===== src/fsot_pkg.sv =====
// Purpose: shared constants and types for the field-synced output toggler
// Assumes: 8-bit register address, 28-bit register data
// Notes: offsets are register indices on the plain register port
package fsot_pkg;
   localparam int ADDR_W = 8;
   localparam int DATA_W = 28;
   localparam int POS_W = 24;
   // ----------------------------------------------------------------
   // register offsets
   // ----------------------------------------------------------------
   localparam logic [7:0] ADDR_TRIGGER = 8'h50;
   localparam logic [7:0] ADDR_COUNTER_CFG = 8'h51;
   localparam logic [7:0] ADDR_PROTOCOL = 8'h52;
   localparam logic [7:0] ADDR_STATUS = 8'h53;
   localparam logic [7:0] ADDR_TOGGLE_BASE = 8'h54;
   localparam int TOGGLE_REGS = 3;
   localparam int OUTPUTS = 2;
   // ----------------------------------------------------------------
   // field positions
   // ----------------------------------------------------------------
   localparam int ACTION_LSB = 0;
   localparam int COUNT_MAX_LSB = 0;
   localparam int COUNT_DELAY_LSB = 4;
   localparam int PROTO_W = 2;
   localparam int LUT_LSB = 10;
   localparam int LUT_SEL_LSB = 14;
   localparam int FIELD_ONE_LSB = 0;
   localparam int FIELD_TWO_LSB = 4;
   localparam int START_LEVEL_BIT = 8;
   // ----------------------------------------------------------------
   // reset values and codes
   // ----------------------------------------------------------------
   localparam logic [27:0] RESET_WORD = 28'h0000000;
   localparam logic [3:0] PER_FIELD_INDEX = 4'h1;
   typedef enum logic [2:0] {
      FSOT_ACT_IDLE = 3'h0,
      FSOT_ACT_SINGLE = 3'h1,
      FSOT_ACT_REPEAT = 3'h2,
      FSOT_ACT_DELAYED = 3'h3,
      FSOT_ACT_FORCE_IDLE = 3'h7
   } fsot_action_t;
   typedef enum logic [1:0] {
      FSOT_PROTO_OFF = 2'h0,
      FSOT_PROTO_PER_FIELD = 2'h1,
      FSOT_PROTO_SCHEDULED = 2'h2,
      FSOT_PROTO_REPEATING = 2'h3
   } fsot_proto_t;
   typedef enum logic [3:0] {
      FSOT_ST_IDLE = 4'h1,
      FSOT_ST_SINGLE = 4'h2,
      FSOT_ST_REPEAT = 4'h4,
      FSOT_ST_DELAY = 4'h8
   } fsot_state_t;
endpackage


===== src/fsot_primary_counter.sv =====
// Purpose: primary field counter, advanced once per vertical sync
// Assumes: field_start is a one-cycle pulse at each field boundary
// Notes: a command is only seen together with field_start
`timescale 1ns/100ps
module fsot_primary_counter
   import fsot_pkg::*;
(
   input wire logic mclk,
   input wire logic resetn,
   input wire logic field_start,
   input wire logic [2:0] action,
   input wire logic [3:0] count_max,
   input wire logic [3:0] count_delay,
   output logic [3:0] count,
   output fsot_state_t state
);
   logic [3:0] delay_left;
   logic at_max;

   // a maximum of zero behaves as one so a pass always ends
   assign at_max = (count >= count_max);

   always_ff @(posedge mclk or negedge resetn) begin
      if (!resetn) begin
         state <= FSOT_ST_IDLE;
         count <= 4'h0;
         delay_left <= 4'h0;
      end else if (field_start) begin
         case (action)
            FSOT_ACT_SINGLE, FSOT_ACT_REPEAT: begin
               state <= (action == FSOT_ACT_SINGLE) ? FSOT_ST_SINGLE : FSOT_ST_REPEAT;
               count <= 4'h1;
            end
            FSOT_ACT_DELAYED: begin
               state <= (count_delay == 4'h0) ? FSOT_ST_SINGLE : FSOT_ST_DELAY;
               count <= (count_delay == 4'h0) ? 4'h1 : 4'h0;
               delay_left <= count_delay;
            end
            FSOT_ACT_FORCE_IDLE: begin
               state <= FSOT_ST_IDLE;
               count <= 4'h0;
            end
            default: begin
               case (state)
                  FSOT_ST_SINGLE: begin
                     state <= at_max ? FSOT_ST_IDLE : FSOT_ST_SINGLE;
                     count <= at_max ? 4'h0 : count + 4'h1;
                  end
                  FSOT_ST_REPEAT: begin
                     count <= at_max ? 4'h1 : count + 4'h1;
                  end
                  FSOT_ST_DELAY: begin
                     delay_left <= delay_left - 4'h1;
                     if (delay_left == 4'h1) begin
                        state <= FSOT_ST_SINGLE;
                        count <= 4'h1;
                     end
                  end
                  default: begin
                     state <= FSOT_ST_IDLE;
                     count <= 4'h0;
                  end
               endcase
            end
         endcase
      end
   end
endmodule // fsot_primary_counter


===== src/fsot_toggle_gen.sv =====
// Purpose: one general output with two programmed toggles per field
// Assumes: position is the clock count since the last field start
// Notes: protocol takes effect at the field start after it is written
`timescale 1ns/100ps
module fsot_toggle_gen
   import fsot_pkg::*;
(
   input wire logic mclk,
   input wire logic resetn,
   input wire logic field_start,
   input wire logic [1:0] next_protocol,
   input wire logic [23:0] position,
   input wire logic [23:0] toggle_one_pos,
   input wire logic [23:0] toggle_two_pos,
   input wire logic [3:0] toggle_one_field,
   input wire logic [3:0] toggle_two_field,
   input wire logic start_level,
   input wire logic [3:0] count,
   output logic [1:0] protocol,
   output logic level
);
   logic [3:0] field_index;
   logic hit_one;
   logic hit_two;

   // per-field protocol always sits in field one; the others follow the counter
   assign field_index = (protocol == FSOT_PROTO_PER_FIELD) ? PER_FIELD_INDEX : count;
   assign hit_one = (protocol != FSOT_PROTO_OFF) && (field_index != 4'h0) &&
                    (toggle_one_field == field_index) && (position == toggle_one_pos);
   assign hit_two = (protocol != FSOT_PROTO_OFF) && (field_index != 4'h0) &&
                    (toggle_two_field == field_index) && (position == toggle_two_pos);

   always_ff @(posedge mclk or negedge resetn) begin
      if (!resetn) begin
         protocol <= FSOT_PROTO_OFF;
      end else if (field_start) begin
         protocol <= next_protocol;
      end
   end

   always_ff @(posedge mclk or negedge resetn) begin
      if (!resetn) begin
         level <= 1'b0;
      end else if (field_start) begin
         // per-field restarts every field; counter modes keep their level so a pulse can span fields
         if (next_protocol == FSOT_PROTO_PER_FIELD || protocol == FSOT_PROTO_OFF) begin
            level <= start_level;
         end
      end else if (protocol == FSOT_PROTO_OFF) begin
         level <= start_level;
      end else begin
         level <= level ^ hit_one ^ hit_two;
      end
   end
endmodule // fsot_toggle_gen


===== src/fsot_field_toggler.sv =====
// Purpose: two field-synced general outputs with pair logic table
// Assumes: vertical_sync and register strobes synchronous to mclk
// Notes: all settings except the toggle registers are sampled at the vertical sync boundary
//
// Notes on behaviour
// - protocol one starts its toggles in the field after the write
// - each output has at most two toggle positions per field
// - per-field toggles repeat every field until protocol returns to zero
// - protocol two follows the primary field counter
// - protocol three follows the repeating counter, pulses may span fields
// - delayed counter mode waits a programmed number of whole fields
// - one table for the output pair; each pin picks table or own signal
// - table truth value is four bits at protocol bits 13 to 10
// - protocol register also selects table behaviour and receiving pins
// - trigger self-clears each field; software spaces writes by one field
// - primary counter advances once per vertical sync
// - action codes: 0 idle, 1 single, 2 repeat, 3 delayed, 7 force idle
// - counter maximum and delay are four-bit settings
//
// Decided for this implementation: the placing of the registers and the address-and-strobe port.
`timescale 1ns/100ps
module fsot_field_toggler
   import fsot_pkg::*;
(
   input wire logic mclk,
   input wire logic resetn,
   input wire logic vertical_sync,
   input wire logic [7:0] reg_addr,
   input wire logic [27:0] reg_wdata,
   input wire logic reg_write,
   input wire logic reg_read,
   output logic [27:0] reg_rdata,
   output logic general_output_one,
   output logic general_output_two
);
   // ----------------------------------------------------------------
   // declarations
   // ----------------------------------------------------------------
   logic vsync_prev;
   logic field_start;
   logic [23:0] position;
   logic [2:0] trigger;
   logic [3:0] count_max;
   logic [3:0] count_delay;
   logic [15:0] output_sequence_protocol;
   logic [3:0] pair_logic_table;
   logic [1:0] lut_select;
   logic [27:0] toggle_regs [OUTPUTS*TOGGLE_REGS];
   logic [3:0] count;
   fsot_state_t state;
   logic [1:0] raw_level;
   logic [1:0] applied_proto [OUTPUTS];
   logic lut_result;
   logic [27:0] next_rdata;
   logic hit_toggle_reg;
   logic [7:0] toggle_index;

   // ----------------------------------------------------------------
   // field boundary and position within the field
   // ----------------------------------------------------------------
   always_ff @(posedge mclk or negedge resetn) begin
      if (!resetn) begin
         vsync_prev <= 1'b0;
      end else begin
         vsync_prev <= vertical_sync;
      end
   end

   // a field begins on the rising edge of vertical sync
   assign field_start = vertical_sync & ~vsync_prev;

   always_ff @(posedge mclk or negedge resetn) begin
      if (!resetn) begin
         position <= 24'h000000;
      end else if (field_start) begin
         position <= 24'h000000;
      end else if (position != 24'hFFFFFF) begin
         // saturate so an overlong field cannot alias onto early toggles
         position <= position + 24'h000001;
      end
   end

   // ----------------------------------------------------------------
   // trigger register
   // ----------------------------------------------------------------
   always_ff @(posedge mclk or negedge resetn) begin
      if (!resetn) begin
         trigger <= FSOT_ACT_IDLE;
      end else if (reg_write && reg_addr == ADDR_TRIGGER) begin
         // a write in the boundary cycle wins and is kept for the next boundary
         trigger <= reg_wdata[ACTION_LSB +: 3];
      end else if (field_start) begin
         trigger <= FSOT_ACT_IDLE;
      end
   end

   // ----------------------------------------------------------------
   // counter configuration
   // ----------------------------------------------------------------
   always_ff @(posedge mclk or negedge resetn) begin
      if (!resetn) begin
         count_max <= 4'h0;
         count_delay <= 4'h0;
      end else if (reg_write && reg_addr == ADDR_COUNTER_CFG) begin
         count_max <= reg_wdata[COUNT_MAX_LSB +: 4];
         count_delay <= reg_wdata[COUNT_DELAY_LSB +: 4];
      end
   end

   // the counter reads these only at a field start, so a setting written in a field
   // takes effect at the same boundary as a trigger written beside it

   // ----------------------------------------------------------------
   // protocol register
   // ----------------------------------------------------------------
   always_ff @(posedge mclk or negedge resetn) begin
      if (!resetn) begin
         output_sequence_protocol <= 16'h0000;
      end else if (reg_write && reg_addr == ADDR_PROTOCOL) begin
         output_sequence_protocol <= reg_wdata[15:0];
      end
   end

   // table and pin selection also change only between fields
   always_ff @(posedge mclk or negedge resetn) begin
      if (!resetn) begin
         pair_logic_table <= 4'h0;
         lut_select <= 2'h0;
      end else if (field_start) begin
         pair_logic_table <= output_sequence_protocol[LUT_LSB +: 4];
         lut_select <= output_sequence_protocol[LUT_SEL_LSB +: 2];
      end
   end

   // ----------------------------------------------------------------
   // toggle position and field setting registers
   // ----------------------------------------------------------------
   assign toggle_index = reg_addr - ADDR_TOGGLE_BASE;
   assign hit_toggle_reg = (reg_addr >= ADDR_TOGGLE_BASE) &&
                           (toggle_index < 8'(OUTPUTS * TOGGLE_REGS));

   generate
      for (genvar r = 0; r < OUTPUTS * TOGGLE_REGS; r++) begin : g_toggle_reg
         always_ff @(posedge mclk or negedge resetn) begin
            if (!resetn) begin
               toggle_regs[r] <= RESET_WORD;
            end else if (reg_write && hit_toggle_reg && toggle_index == 8'(r)) begin
               toggle_regs[r] <= reg_wdata;
            end
         end
      end
   endgenerate

   // ----------------------------------------------------------------
   // primary field counter
   // ----------------------------------------------------------------
   fsot_primary_counter u_counter (
      .mclk(mclk),
      .resetn(resetn),
      .field_start(field_start),
      .action(trigger),
      .count_max(count_max),
      .count_delay(count_delay),
      .count(count),
      .state(state)
   );

   // ----------------------------------------------------------------
   // toggle generators, one per output
   // ----------------------------------------------------------------
   generate
      for (genvar g = 0; g < OUTPUTS; g++) begin : g_output
         fsot_toggle_gen u_toggle (
            .mclk(mclk),
            .resetn(resetn),
            .field_start(field_start),
            .next_protocol(output_sequence_protocol[g*PROTO_W +: PROTO_W]),
            .position(position),
            .toggle_one_pos(toggle_regs[g*TOGGLE_REGS][POS_W-1:0]),
            .toggle_two_pos(toggle_regs[g*TOGGLE_REGS+1][POS_W-1:0]),
            .toggle_one_field(toggle_regs[g*TOGGLE_REGS+2][FIELD_ONE_LSB +: 4]),
            .toggle_two_field(toggle_regs[g*TOGGLE_REGS+2][FIELD_TWO_LSB +: 4]),
            .start_level(toggle_regs[g*TOGGLE_REGS+2][START_LEVEL_BIT]),
            .count(count),
            .protocol(applied_proto[g]),
            .level(raw_level[g])
         );
      end
   endgenerate

   // ----------------------------------------------------------------
   // pair logic table and output pins
   // ----------------------------------------------------------------
   // index bit 0 is output one, bit 1 output two, so any two-input function fits
   assign lut_result = pair_logic_table[{raw_level[1], raw_level[0]}];

   always_ff @(posedge mclk or negedge resetn) begin
      if (!resetn) begin
         general_output_one <= 1'b0;
      end else begin
         general_output_one <= lut_select[0] ? lut_result : raw_level[0];
      end
   end

   always_ff @(posedge mclk or negedge resetn) begin
      if (!resetn) begin
         general_output_two <= 1'b0;
      end else begin
         general_output_two <= lut_select[1] ? lut_result : raw_level[1];
      end
   end

   // ----------------------------------------------------------------
   // register read back
   // ----------------------------------------------------------------
   always_comb begin
      next_rdata = 28'h0000000;
      if (reg_addr == ADDR_TRIGGER) begin
         next_rdata[2:0] = trigger;
      end else if (reg_addr == ADDR_COUNTER_CFG) begin
         next_rdata[7:0] = {count_delay, count_max};
      end else if (reg_addr == ADDR_PROTOCOL) begin
         next_rdata[15:0] = output_sequence_protocol;
      end else if (reg_addr == ADDR_STATUS) begin
         // live state: counter value, state code, applied protocols, pin levels
         next_rdata[3:0] = count;
         next_rdata[7:4] = state;
         next_rdata[9:8] = applied_proto[0];
         next_rdata[11:10] = applied_proto[1];
         next_rdata[12] = general_output_one;
         next_rdata[13] = general_output_two;
      end else if (hit_toggle_reg) begin
         next_rdata = toggle_regs[toggle_index[2:0]];
      end
   end

   // read data stand only in the cycle after the strobe
   always_ff @(posedge mclk or negedge resetn) begin
      if (!resetn) begin
         reg_rdata <= 28'h0000000;
      end else if (reg_read) begin
         reg_rdata <= next_rdata;
      end else begin
         reg_rdata <= 28'h0000000;
      end
   end
endmodule // fsot_field_toggler


===== config.mk =====
export PLATFORM = sky130hd
export DESIGN_NAME = fsot_field_toggler
export DESIGN_NICKNAME = d
export VERILOG_FILES = /design/src/fsot_pkg.sv /design/src/fsot_primary_counter.sv /design/src/fsot_toggle_gen.sv /design/src/fsot_field_toggler.sv
export SDC_FILE = /design/constraint.sdc
export NUM_CORES = 1
export LEC_CHECK = 0
export BUFFER_PORTS_ARGS = -buffer_cell sky130_fd_sc_hd__buf_2
export CELL_PAD_IN_SITES_DETAIL_PLACEMENT = 0
export CELL_PAD_IN_SITES_GLOBAL_PLACEMENT = 2
export CORE_MARGIN = 2
export CORE_UTILIZATION = 40
export CTS_CLUSTER_DIAMETER = 50
export DETAILED_ROUTE_END_ITERATION = 6
export PLACE_DENSITY_LB_ADDON = 0.1
export RECOVER_POWER = 100
export SETUP_SLACK_MARGIN = 0.4
export SKIP_CTS_REPAIR_TIMING = 1
export SLEW_MARGIN = 20
export SYNTH_ARGS = -nofsm -noshare
export SYNTH_HDL_FRONTEND = slang
export SYNTH_HIERARCHICAL = 1
export SYNTH_SLANG_ARGS = --single-unit

===== constraint.sdc =====
create_clock -name mclk -period 3.3 [get_ports mclk]
set_input_delay 0.165 -clock mclk [delete_from_list [all_inputs] [get_ports mclk]]
set_output_delay 0.165 -clock mclk [all_outputs]
set_load 0.01 [all_outputs]

==> flow_metrics.env, run 1 <==
export IMPL_cts_sink_count=274
export IMPL_syn_num_nets=1277
export IMPL_r2r_end="g_output[0].u_toggle/level$_DFFE_PN0P_"
export IMPL_viasPerCell=5.72
export IMPL_grt_overflow=0
export IMPL_violations="design-rule violations, negative hold slack, max-capacitance violations, max-slew violations"
export IMPL_fp_dieArea_um2=37800
export IMPL_min_path_cells=2
export IMPL_dieWidth_um=194
export IMPL_synth_most_common_cell="dfrtp_1"
export IMPL_yosysWarnings=6
export IMPL_synth_edf_count=0
export IMPL_io_buffers=70
export IMPL_setup_viol=0
export IMPL_path_cells="clkbuf_1 > inv_1 > ha_1 > nand2b_1 > o32ai_1 > clkbuf_1 > and4_1 > clkbuf_2 > mux2_2"
export IMPL_regArea_um2=6860
export IMPL_wirelength_um=44900
export IMPL_drtPass1Iterations=7
export IMPL_synthCells=1224
export IMPL_place_worst_setup_slack_ps=698
export IMPL_holdPathEnd="toggle_regs[40]$_DFFE_PN0P_"
export IMPL_cap_viol_max_count=2
export IMPL_ys_seq_elements=274
export IMPL_worstHoldStart="reg_wdata[12]"
export IMPL_synth_top_area_cell="dfrtp_1"
export IMPL_wl_per_cell_um=24.5
export IMPL_route_detailed_drc=3
export IMPL_dp_cells=1740
export IMPL_p_leak_nw=7.79
export IMPL_grt_usage_pct=24.3
export IMPL_htreeDepth=2
export IMPL_worstMarginPinSlew_ps=2060
export IMPL_multi_input_area_um2=7260
export IMPL_p_total_w=0.00889
export IMPL_start_util_pct=40.7
export IMPL_syn_avg_cell_area_um2=11.8
export IMPL_hpwl_um=31300
export IMPL_reg2reg_slack_ps=690
export IMPL_synth_common_cells="273 x dfrtp_1, 195 x mux2_2, 70 x xnor2_1"
export IMPL_status="finished with violations"
export IMPL_reg2regPathDepth=7
export IMPL_cts_inserted_buffers=42
export IMPL_antenna_cells=0
export IMPL_p_per_area_nw_per_um2=524
export IMPL_drt_initial_drc_count=565
export IMPL_fmax_ghz=0.371
export IMPL_worst_hold_path_type="in -> reg"
export IMPL_finalCritPeriodShare_pct=81.8
export IMPL_yosysUniqueCellTypes=77
export IMPL_irDropWorstVdd_mv=0.367
export IMPL_fin_ws_ps=601
export IMPL_n_fill_cell=3357
export IMPL_synth_ff_type="dfrtp_1"
export IMPL_rows=69
export IMPL_grt_antenna_before_repair=1
export IMPL_syn2layout_area_growth_pct=17.0
export IMPL_synth_seq_area_share_pct=47.3
export IMPL_synth_top_area_share_pct=47.1
export IMPL_vias=10500
export IMPL_drive_gt1_share_pct=27.4
export IMPL_clock_latency_ps=550
export IMPL_root_buffer="clkbuf_16"
export IMPL_clk_path_buf_depth=3
export IMPL_cpPeakStageDelay_ps=740
export IMPL_setup_tns_final_ps=0
export IMPL_netlist_area_um2=14500
export IMPL_synth_async_reset_ratio_pct=100
export IMPL_final_nets=1397
export IMPL_crit_slowest_cell="clkbuf_2"
export IMPL_grt_pass1_vias=10600
export IMPL_postRouteAntennaNets=0
export IMPL_worstPathArrival_ps=3130
export IMPL_holdWs_ps=-3.17
export IMPL_ios=71
export IMPL_instances_no_fill=1834
export IMPL_grt_max_degree=76
export IMPL_grt_pass1_wl_um=69100
export IMPL_cpMostUsedCell="clkbuf_1"
export IMPL_worstSetupPathType="in -> reg"
export IMPL_worst_path_buf_inv=4
export IMPL_cp_end_kind="flop"
export IMPL_path_clk_slew_ps=60
export IMPL_cp_top_family="buffers and inverters"
export IMPL_layout_min_cycle_time_ps=2700
export IMPL_hold_viol_final=3
export IMPL_critPathLaunchType="input port"
export IMPL_max_slew_margin_rel_pct=-37.1
export IMPL_crit_required_ps=3730
export IMPL_gp_congestion=0.825
export IMPL_cp_max_fo=28
export IMPL_cts_tree="done"
export IMPL_maxSlewViolCount=112
export IMPL_rsz0062_at_grt="no"
export IMPL_core_um2=35700
export IMPL_synth_area_leaders="dfrtp_1 47%, mux2_2 15%, xnor2_1 4.2%, mux2i_1 3.9%, mux4_2 3.7%"
export IMPL_reg2reg_from="position[20]$_DFFE_PN0P_"
export IMPL_skew_ps=11.7
export IMPL_dieHeight_um=194
-- routing by layer --
metal	share of wire (%)	vias to the layer above	GRT usage, %
met5	0	-	0
met4	3.6	0	9.66
met3	4.2	76	3.97
met2	45	238	37.5
met1	47	5401	34.4
li1	-	4780	-
-- final cells by class --
class                      count  share of cell area (%)
timing repair buffer         132                    4.67
tap                          461                    3.40
clock buffer                  53                    7.05
inverter                      19                   0.420
multi-input combinational    875                    42.8
clock inverter                20                    1.27
sequential                   274                    40.4
-- where the power goes --
part / internal (W) / switching (W) / total (W)
combinational: 0.000324 / 0.000473 / 0.000796
sequential: 0.00347 / 0.000131 / 0.00360
clock: 0.00281 / 0.00168 / 0.00449
-- kinds of logic (layout without fill, tap and decap cells) --
| family | after synthesis | count (layout) | share of synthesized area (%) |
|---|---|---|---|
| flops | 274 | 274 | 47.3 |
| fa+ha+maj | 12 | 12 | 1.04 |
| buf+inv | 75 | 224 | 2.34 |
| compound gates | 178 | 178 | 8.59 |
| xor+xnor | 109 | 109 | 6.58 |
| simple gates | 295 | 295 | 11.0 |
| mux | 281 | 281 | 23.2 |
-- flip-flops by register name (all words and copies together), names as in the netlist, 16 cells and up --
name,count
output_sequence_protocol,16
position,24
reg_rdata,28
toggle_regs,168
-- worst max path at each step --
stage                                        start                                     end  slack, ps  cells past startpoint
after floorplan                        reg_addr[2]             toggle_regs[64]$_DFFE_PN0P_        480                      9
after detailed placement  position[20]$_DFFE_PN0P_  g_output[0].u_toggle/level$_DFFE_PN0P_        700                      7
after CTS                 position[20]$_DFFE_PN0P_  g_output[0].u_toggle/level$_DFFE_PN0P_        700                      7
after global placement     position[6]$_DFFE_PN0P_                position[19]$_DFFE_PN0P_        730                      5
after global routing                   reg_addr[2]             toggle_regs[17]$_DFFE_PN0P_        430                      9
final                                  reg_addr[2]             toggle_regs[22]$_DFFE_PN0P_        600                      9
-- stage by stage --
stage	hold slack [ps]	util [%]	instance area, um^2
after detailed placement	197	43.5	15500
after global placement	199	43.5	15500
final	-3.17	47.6	17000
after global routing	0.0437	47.6	17000
after floorplan	-131	-	14500
after CTS	-394	47.4	16900
-- layout by cell type (no fill, tap or decap), types with 6 or more instances in the layout --
cell type and count:
mux4_2 24, o22ai_1 7, nand4_1 35, nor3_1 12
buf_4 25, o21ai_0 50, mux2_2 195, a21oi_1 29
nand2_1 65, clkbuf_1 45, clkbuf_16 45, buf_2 36
nor4_1 18, ha_1 12, o2bb2ai_1 8, nand3_1 25
a221oi_1 8, inv_1 18, nor2b_1 6, a31oi_1 14
dfrtp_1 273, xor2_1 39, dlygate4sd3_1 21, nor2_1 68
xnor2_1 70, clkbuf_2 8, nand2b_1 18, mux2i_1 57
a211oi_1 6
No activity file was read; power rests on OpenSTA's default activity.
==> inputs of run 2 (changes only) <==
- clock period: 3.3 -> 2.7 ns (I/O delays scaled with it)
==> flow_metrics.env, run 2 (synthesized netlist as in run 1, its figures left out) <==
export IMPL_grt_usage_pct=23.7
export IMPL_final_nets=1398
export IMPL_layout_common_cells="268 x dfrtp_1, 185 x mux2_2, 68 x nor2_1"
export IMPL_n_fill_cell=3256
export IMPL_grt_overflow=0
export IMPL_p_leak_nw=7.85
export IMPL_largest_register_ffs=168
export IMPL_multi_input_area_um2=7330
export IMPL_worstMarginPinSlew_ps=1210
export IMPL_reg2reg_from="u_counter/count[2]$_DFFE_PN0P_"
export IMPL_start_util_pct=40.7
export IMPL_worstHoldStart="reg_read"
export IMPL_worst_hold_path_type="in -> reg"
export IMPL_worstSetupPathType="reg -> reg"
export IMPL_wirelength_um=44200
export IMPL_layout_min_cycle_time_ps=2370
export IMPL_irDropWorstVdd_mv=0.455
export IMPL_rsz0062_at_grt="yes"
export IMPL_cts_inserted_buffers=39
export IMPL_top_register="toggle_regs"
export IMPL_reg2regPathDepth=7
export IMPL_ios=71
export IMPL_hpwl_um=30400
export IMPL_reg_top3="toggle_regs (168), reg_rdata (28), position (24)"
export IMPL_critPathLaunchType="flop"
export IMPL_io_buffers=70
export IMPL_fmax_ghz=0.422
export IMPL_cap_viol_max_count=0
export IMPL_drive_gt1_share_pct=27.6
export IMPL_cpPeakStageDelay_ps=810
export IMPL_cp_end_kind="flop"
export IMPL_final_common_cell="dfrtp_1"
export IMPL_cts_tree="done"
export IMPL_status="finished with violations"
export IMPL_grt_max_degree=68
export IMPL_skew_ps=11.2
export IMPL_root_buffer="clkbuf_16"
export IMPL_instances_no_fill=1836
export IMPL_clock_latency_ps=550
export IMPL_antenna_cells=0
export IMPL_crit_required_ps=3100
export IMPL_setup_tns_final_ps=0
export IMPL_grt_pass1_wl_um=67400
export IMPL_route_detailed_drc=9
export IMPL_vias=10400
export IMPL_reg2reg_slack_ps=330
export IMPL_max_slew_margin_rel_pct=19.3
export IMPL_clk_path_buf_depth=3
export IMPL_p_per_area_nw_per_um2=641
export IMPL_holdPathEnd="reg_rdata[0]$_DFF_PN0_"
export IMPL_core_um2=35700
export IMPL_wl_per_cell_um=24.1
export IMPL_r2r_end="g_output[1].u_toggle/level$_DFFE_PN0P_"
export IMPL_cts_sink_count=274
export IMPL_dp_cells=1739
export IMPL_fp_dieArea_um2=37800
export IMPL_viasPerCell=5.68
export IMPL_path_cells="nor2_1 > a31o_2 > nor3_1 > o2111ai_1 > xor2_1 > xnor2_1 > o31ai_2"
export IMPL_worstPathArrival_ps=2770
export IMPL_hold_viol_final=0
export IMPL_drtPass1Iterations=7
export IMPL_setup_viol=0
export IMPL_cp_top_family="flip-flops"
export IMPL_cp_max_fo=19
export IMPL_min_path_cells=3
export IMPL_violations="design-rule violations"
export IMPL_maxSlewViolCount=0
export IMPL_dieWidth_um=194
export IMPL_grt_pass1_vias=10600
export IMPL_path_clk_slew_ps=60
export IMPL_grt_antenna_before_repair=0
export IMPL_htreeDepth=2
export IMPL_drt_initial_drc_count=551
export IMPL_postRouteAntennaNets=0
export IMPL_gp_congestion=0.851
export IMPL_dieHeight_um=194
export IMPL_crit_slowest_cell="dfrtp_1"
export IMPL_finalCritPeriodShare_pct=87.8
export IMPL_worst_path_buf_inv=0
export IMPL_regArea_um2=6860
export IMPL_rows=69
export IMPL_syn2layout_area_growth_pct=18.3
## run 2: cell types whose count changed in the layout (fill, tap and decap cells not counted), moves of 4 or more
cell and delta:
mux2_1 +8, dfrtp_1 -5, clkbuf_16 -4, dlygate4sd3_1 +5
dfrtp_2 +5, nor4_1 -5, mux2_2 -10, bufinv_16 +4
buf_4 -5
## run 2: where the power goes
part | leakage [nW] | internal, W | switching, W
sequential | 3.78 | 0.00424 | 0.000170
combinational | 3.37 | 0.000408 | 0.000575
clock | 0.691 | 0.00361 | 0.00199
total | 7.85 | 0.00826 | 0.00273
## run 2: through the flow
step	power [W]	hold WS [ps]	worst slack [ps]	util (%)	cell area, um^2
6_report	0.0110	4.13	330	48.1	17100
5_1_grt	0.0114	0.725	182	48.1	17100
4_1_cts	0.0111	-517	137	48.0	17100
3_5_place_dp	0.00544	63.5	179	44.0	15700
3_3_place_gp	0.00543	60.5	184	44.0	15700
2_1_floorplan	0.00497	-161	332	-	14700
## run 2: area by class of cell
class	instances	share of cell area [%]
Multi-Input combinational cell	875	42.7
Clock buffer	52	6.57
Sequential cell	274	40.0
Timing Repair Buffer	136	5.14
Inverter	19	0.460
Tap cell	461	3.36
Clock inverter	19	1.71
## run 2: worst max-delay path by stage
stage | from | to | slack (ps) | cells past startpoint
final | u_counter/count[2]$_DFFE_PN0P_ | g_output[1].u_toggle/level$_DFFE_PN0P_ | 330 | 7
after global routing | reg_addr[0] | reg_rdata[21]$_DFF_PN0_ | 180 | 6
after CTS | position[20]$_DFFE_PN0P_ | g_output[0].u_toggle/level$_DFFE_PN0P_ | 140 | 7
after detailed placement | position[20]$_DFFE_PN0P_ | g_output[0].u_toggle/level$_DFFE_PN0P_ | 180 | 7
after global placement | position[20]$_DFFE_PN0P_ | g_output[0].u_toggle/level$_DFFE_PN0P_ | 180 | 7
after floorplan | reg_addr[2] | toggle_regs[63]$_DFFE_PN0P_ | 330 | 9
## run 2: worst min-delay path, delay by kind of cell
kind,cells,cell delay [ps]
AOI/OAI and AO/OA,1,100
and+or+nand+nor,1,100
buffers and inverters,1,150
## run 2: metal layers
metal	GRT usage, %	share of wire, %	vias up
met5	0	0	-
met4	8.09	3.0	0
met3	2.76	3.4	84
met2	38.8	47	216
met1	32.6	46	5341
li1	-	-	4779
==> inputs of run 3 (changes only) <==
- CORE_UTILIZATION: 40 -> 43
==> flow_metrics.env, run 3 (synthesized netlist as in run 1, its figures left out) <==
export IMPL_status="finished with violations"
export IMPL_violations="negative hold slack, max-capacitance violations, max-slew violations"
export IMPL_skew_ps=18.3
export IMPL_layout_min_cycle_time_ps=2390
export IMPL_grt_overflow=0
export IMPL_drt_initial_drc_count=546
export IMPL_fmax_ghz=0.419
export IMPL_ios=71
export IMPL_r2r_end="u_counter/delay_left[2]$_DFFE_PN0P_"
export IMPL_syn2layout_area_growth_pct=16.7
export IMPL_layout_common_cells="267 x dfrtp_1, 185 x mux2_2, 68 x nor2_1, 68 x xnor2_1, 65 x nand2_1"
export IMPL_irDropWorstVdd_mv=0.328
export IMPL_dieWidth_um=188
export IMPL_holdWs_ps=-31.6
export IMPL_grt_antenna_before_repair=1
export IMPL_reg_top3="toggle_regs (168), reg_rdata (28), position (24)"
export IMPL_vias=10300
export IMPL_core_um2=33400
export IMPL_critPathLaunchType="flop"
export IMPL_dp_cells=1724
export IMPL_min_path_cells=3
export IMPL_io_buffers=70
export IMPL_top_register="toggle_regs"
export IMPL_fp_dieArea_um2=35200
export IMPL_reg2regPathDepth=6
export IMPL_route_detailed_drc=0
export IMPL_cts_sink_count=274
export IMPL_wl_per_cell_um=23.8
export IMPL_path_clk_slew_ps=50
export IMPL_regArea_um2=6870
export IMPL_grt_usage_pct=24.7
export IMPL_p_total_w=0.0106
export IMPL_crit_required_ps=3060
export IMPL_viasPerCell=5.70
export IMPL_drive_gt1_share_pct=27.3
export IMPL_n_fill_cell=3104
export IMPL_p_per_area_nw_per_um2=626
export IMPL_final_area_um2=16900
export IMPL_fin_util_pct=50.7
export IMPL_drtPass1Iterations=5
export IMPL_htreeDepth=2
export IMPL_rsz0062_at_grt="yes"
export IMPL_rows=67
export IMPL_start_util_pct=43.5
export IMPL_grt_pass1_vias=10300
export IMPL_place_area_um2=15700
export IMPL_postRouteAntennaNets=0
export IMPL_instances_no_fill=1809
export IMPL_p_leak_nw=7.73
export IMPL_worstPathArrival_ps=2740
export IMPL_final_common_cell="dfrtp_1"
export IMPL_clk_path_buf_depth=3
export IMPL_multi_input_area_um2=7330
export IMPL_wirelength_um=43000
export IMPL_dieHeight_um=188
export IMPL_cap_viol_max_count=1
export IMPL_maxSlewViolCount=56
export IMPL_worstSetupPathType="reg -> reg"
export IMPL_cts_inserted_buffers=37
export IMPL_worstHoldStart="reg_wdata[0]"
export IMPL_setup_viol=0
export IMPL_setup_tns_final_ps=0
export IMPL_clock_latency_ps=520
export IMPL_max_slew_margin_rel_pct=-3.00
export IMPL_cp_max_fo=24
export IMPL_hold_viol_final=3
export IMPL_final_nets=1389
export IMPL_root_buffer="clkbuf_16"
export IMPL_worstMarginPinSlew_ps=1540
export IMPL_worst_hold_path_type="in -> reg"
export IMPL_largest_register_ffs=168
export IMPL_cp_end_kind="flop"
export IMPL_hpwl_um=30000
export IMPL_reg2reg_from="vsync_prev$_DFF_PN0_"
export IMPL_antenna_cells=0
export IMPL_gp_congestion=0.823
export IMPL_reg2reg_slack_ps=310
export IMPL_holdPathEnd="trigger[0]$_DFFE_PN0P_"
export IMPL_grt_max_degree=77
export IMPL_grt_pass1_wl_um=66200
export IMPL_finalCritPeriodShare_pct=88.4
export IMPL_cts_tree="done"
## run 3: cell types whose count changed in the layout (fill, tap and decap cells not counted), sizes merged
cell	delta
dlygate4sd3	-6
clkinvlp	-1
buf	-3
clkinv	-2
clkbuf	-1
inv	-1
## run 3: worst max-delay path, cell delays in order, from the launching register on
cell and delay (ps):
dfrtp_1 350, nand2b_1 160, clkinv_1 180, clkbuf_2 670, o21ai_0 480, o21ai_0 250
o21ai_0 110
## run 3: stage by stage
stage / hold WS, ps / setup slack [ps]
2_1_floorplan: -161 / 332
3_3_place_gp: 105 / 254
3_5_place_dp: 109 / 200
4_1_cts: -438 / 180
5_1_grt: -5.53 / 177
6_report: -31.6 / 314
## run 3: power breakdown
| group | internal, W | total (W) | switching [W] | leakage (nW) |
|---|---|---|---|---|
| Sequential | 0.00424 | 0.00442 | 0.000179 | 3.78 |
| Combinational | 0.000403 | 0.000958 | 0.000556 | 3.32 |
| Clock | 0.00336 | 0.00522 | 0.00185 | 0.632 |
## run 3: area by class of cell
class | count | share of cell area [%]
Tap cell | 448 | 3.31
Multi-Input combinational cell | 875 | 43.3
Clock buffer | 49 | 6.10
Clock inverter | 15 | 1.64
Sequential cell | 274 | 40.6
Timing Repair Buffer | 129 | 4.63
Inverter | 19 | 0.466
## run 3: per-layer routing
metal	vias to the layer above	routed length (um)	GRT usage, %
met5	-	0	0
met4	0	997	6.21
met3	67	1860	3.69
met2	236	20300	40.4
met1	5246	19900	34.5
li1	4762	-	-
## run 3: how the worst max path moves through the flow
stage / from / to / depth (start not counted)
after floorplan: reg_addr[2] / toggle_regs[63]$_DFFE_PN0P_ / 9
after global placement: position[20]$_DFFE_PN0P_ / g_output[0].u_toggle/level$_DFFE_PN0P_ / 7
after detailed placement: position[20]$_DFFE_PN0P_ / g_output[0].u_toggle/level$_DFFE_PN0P_ / 7
after CTS: position[20]$_DFFE_PN0P_ / g_output[0].u_toggle/level$_DFFE_PN0P_ / 7
after global routing: position[0]$_DFFE_PN0P_ / position[14]$_DFFE_PN0P_ / 5
final: vsync_prev$_DFF_PN0_ / u_counter/delay_left[2]$_DFFE_PN0P_ / 6
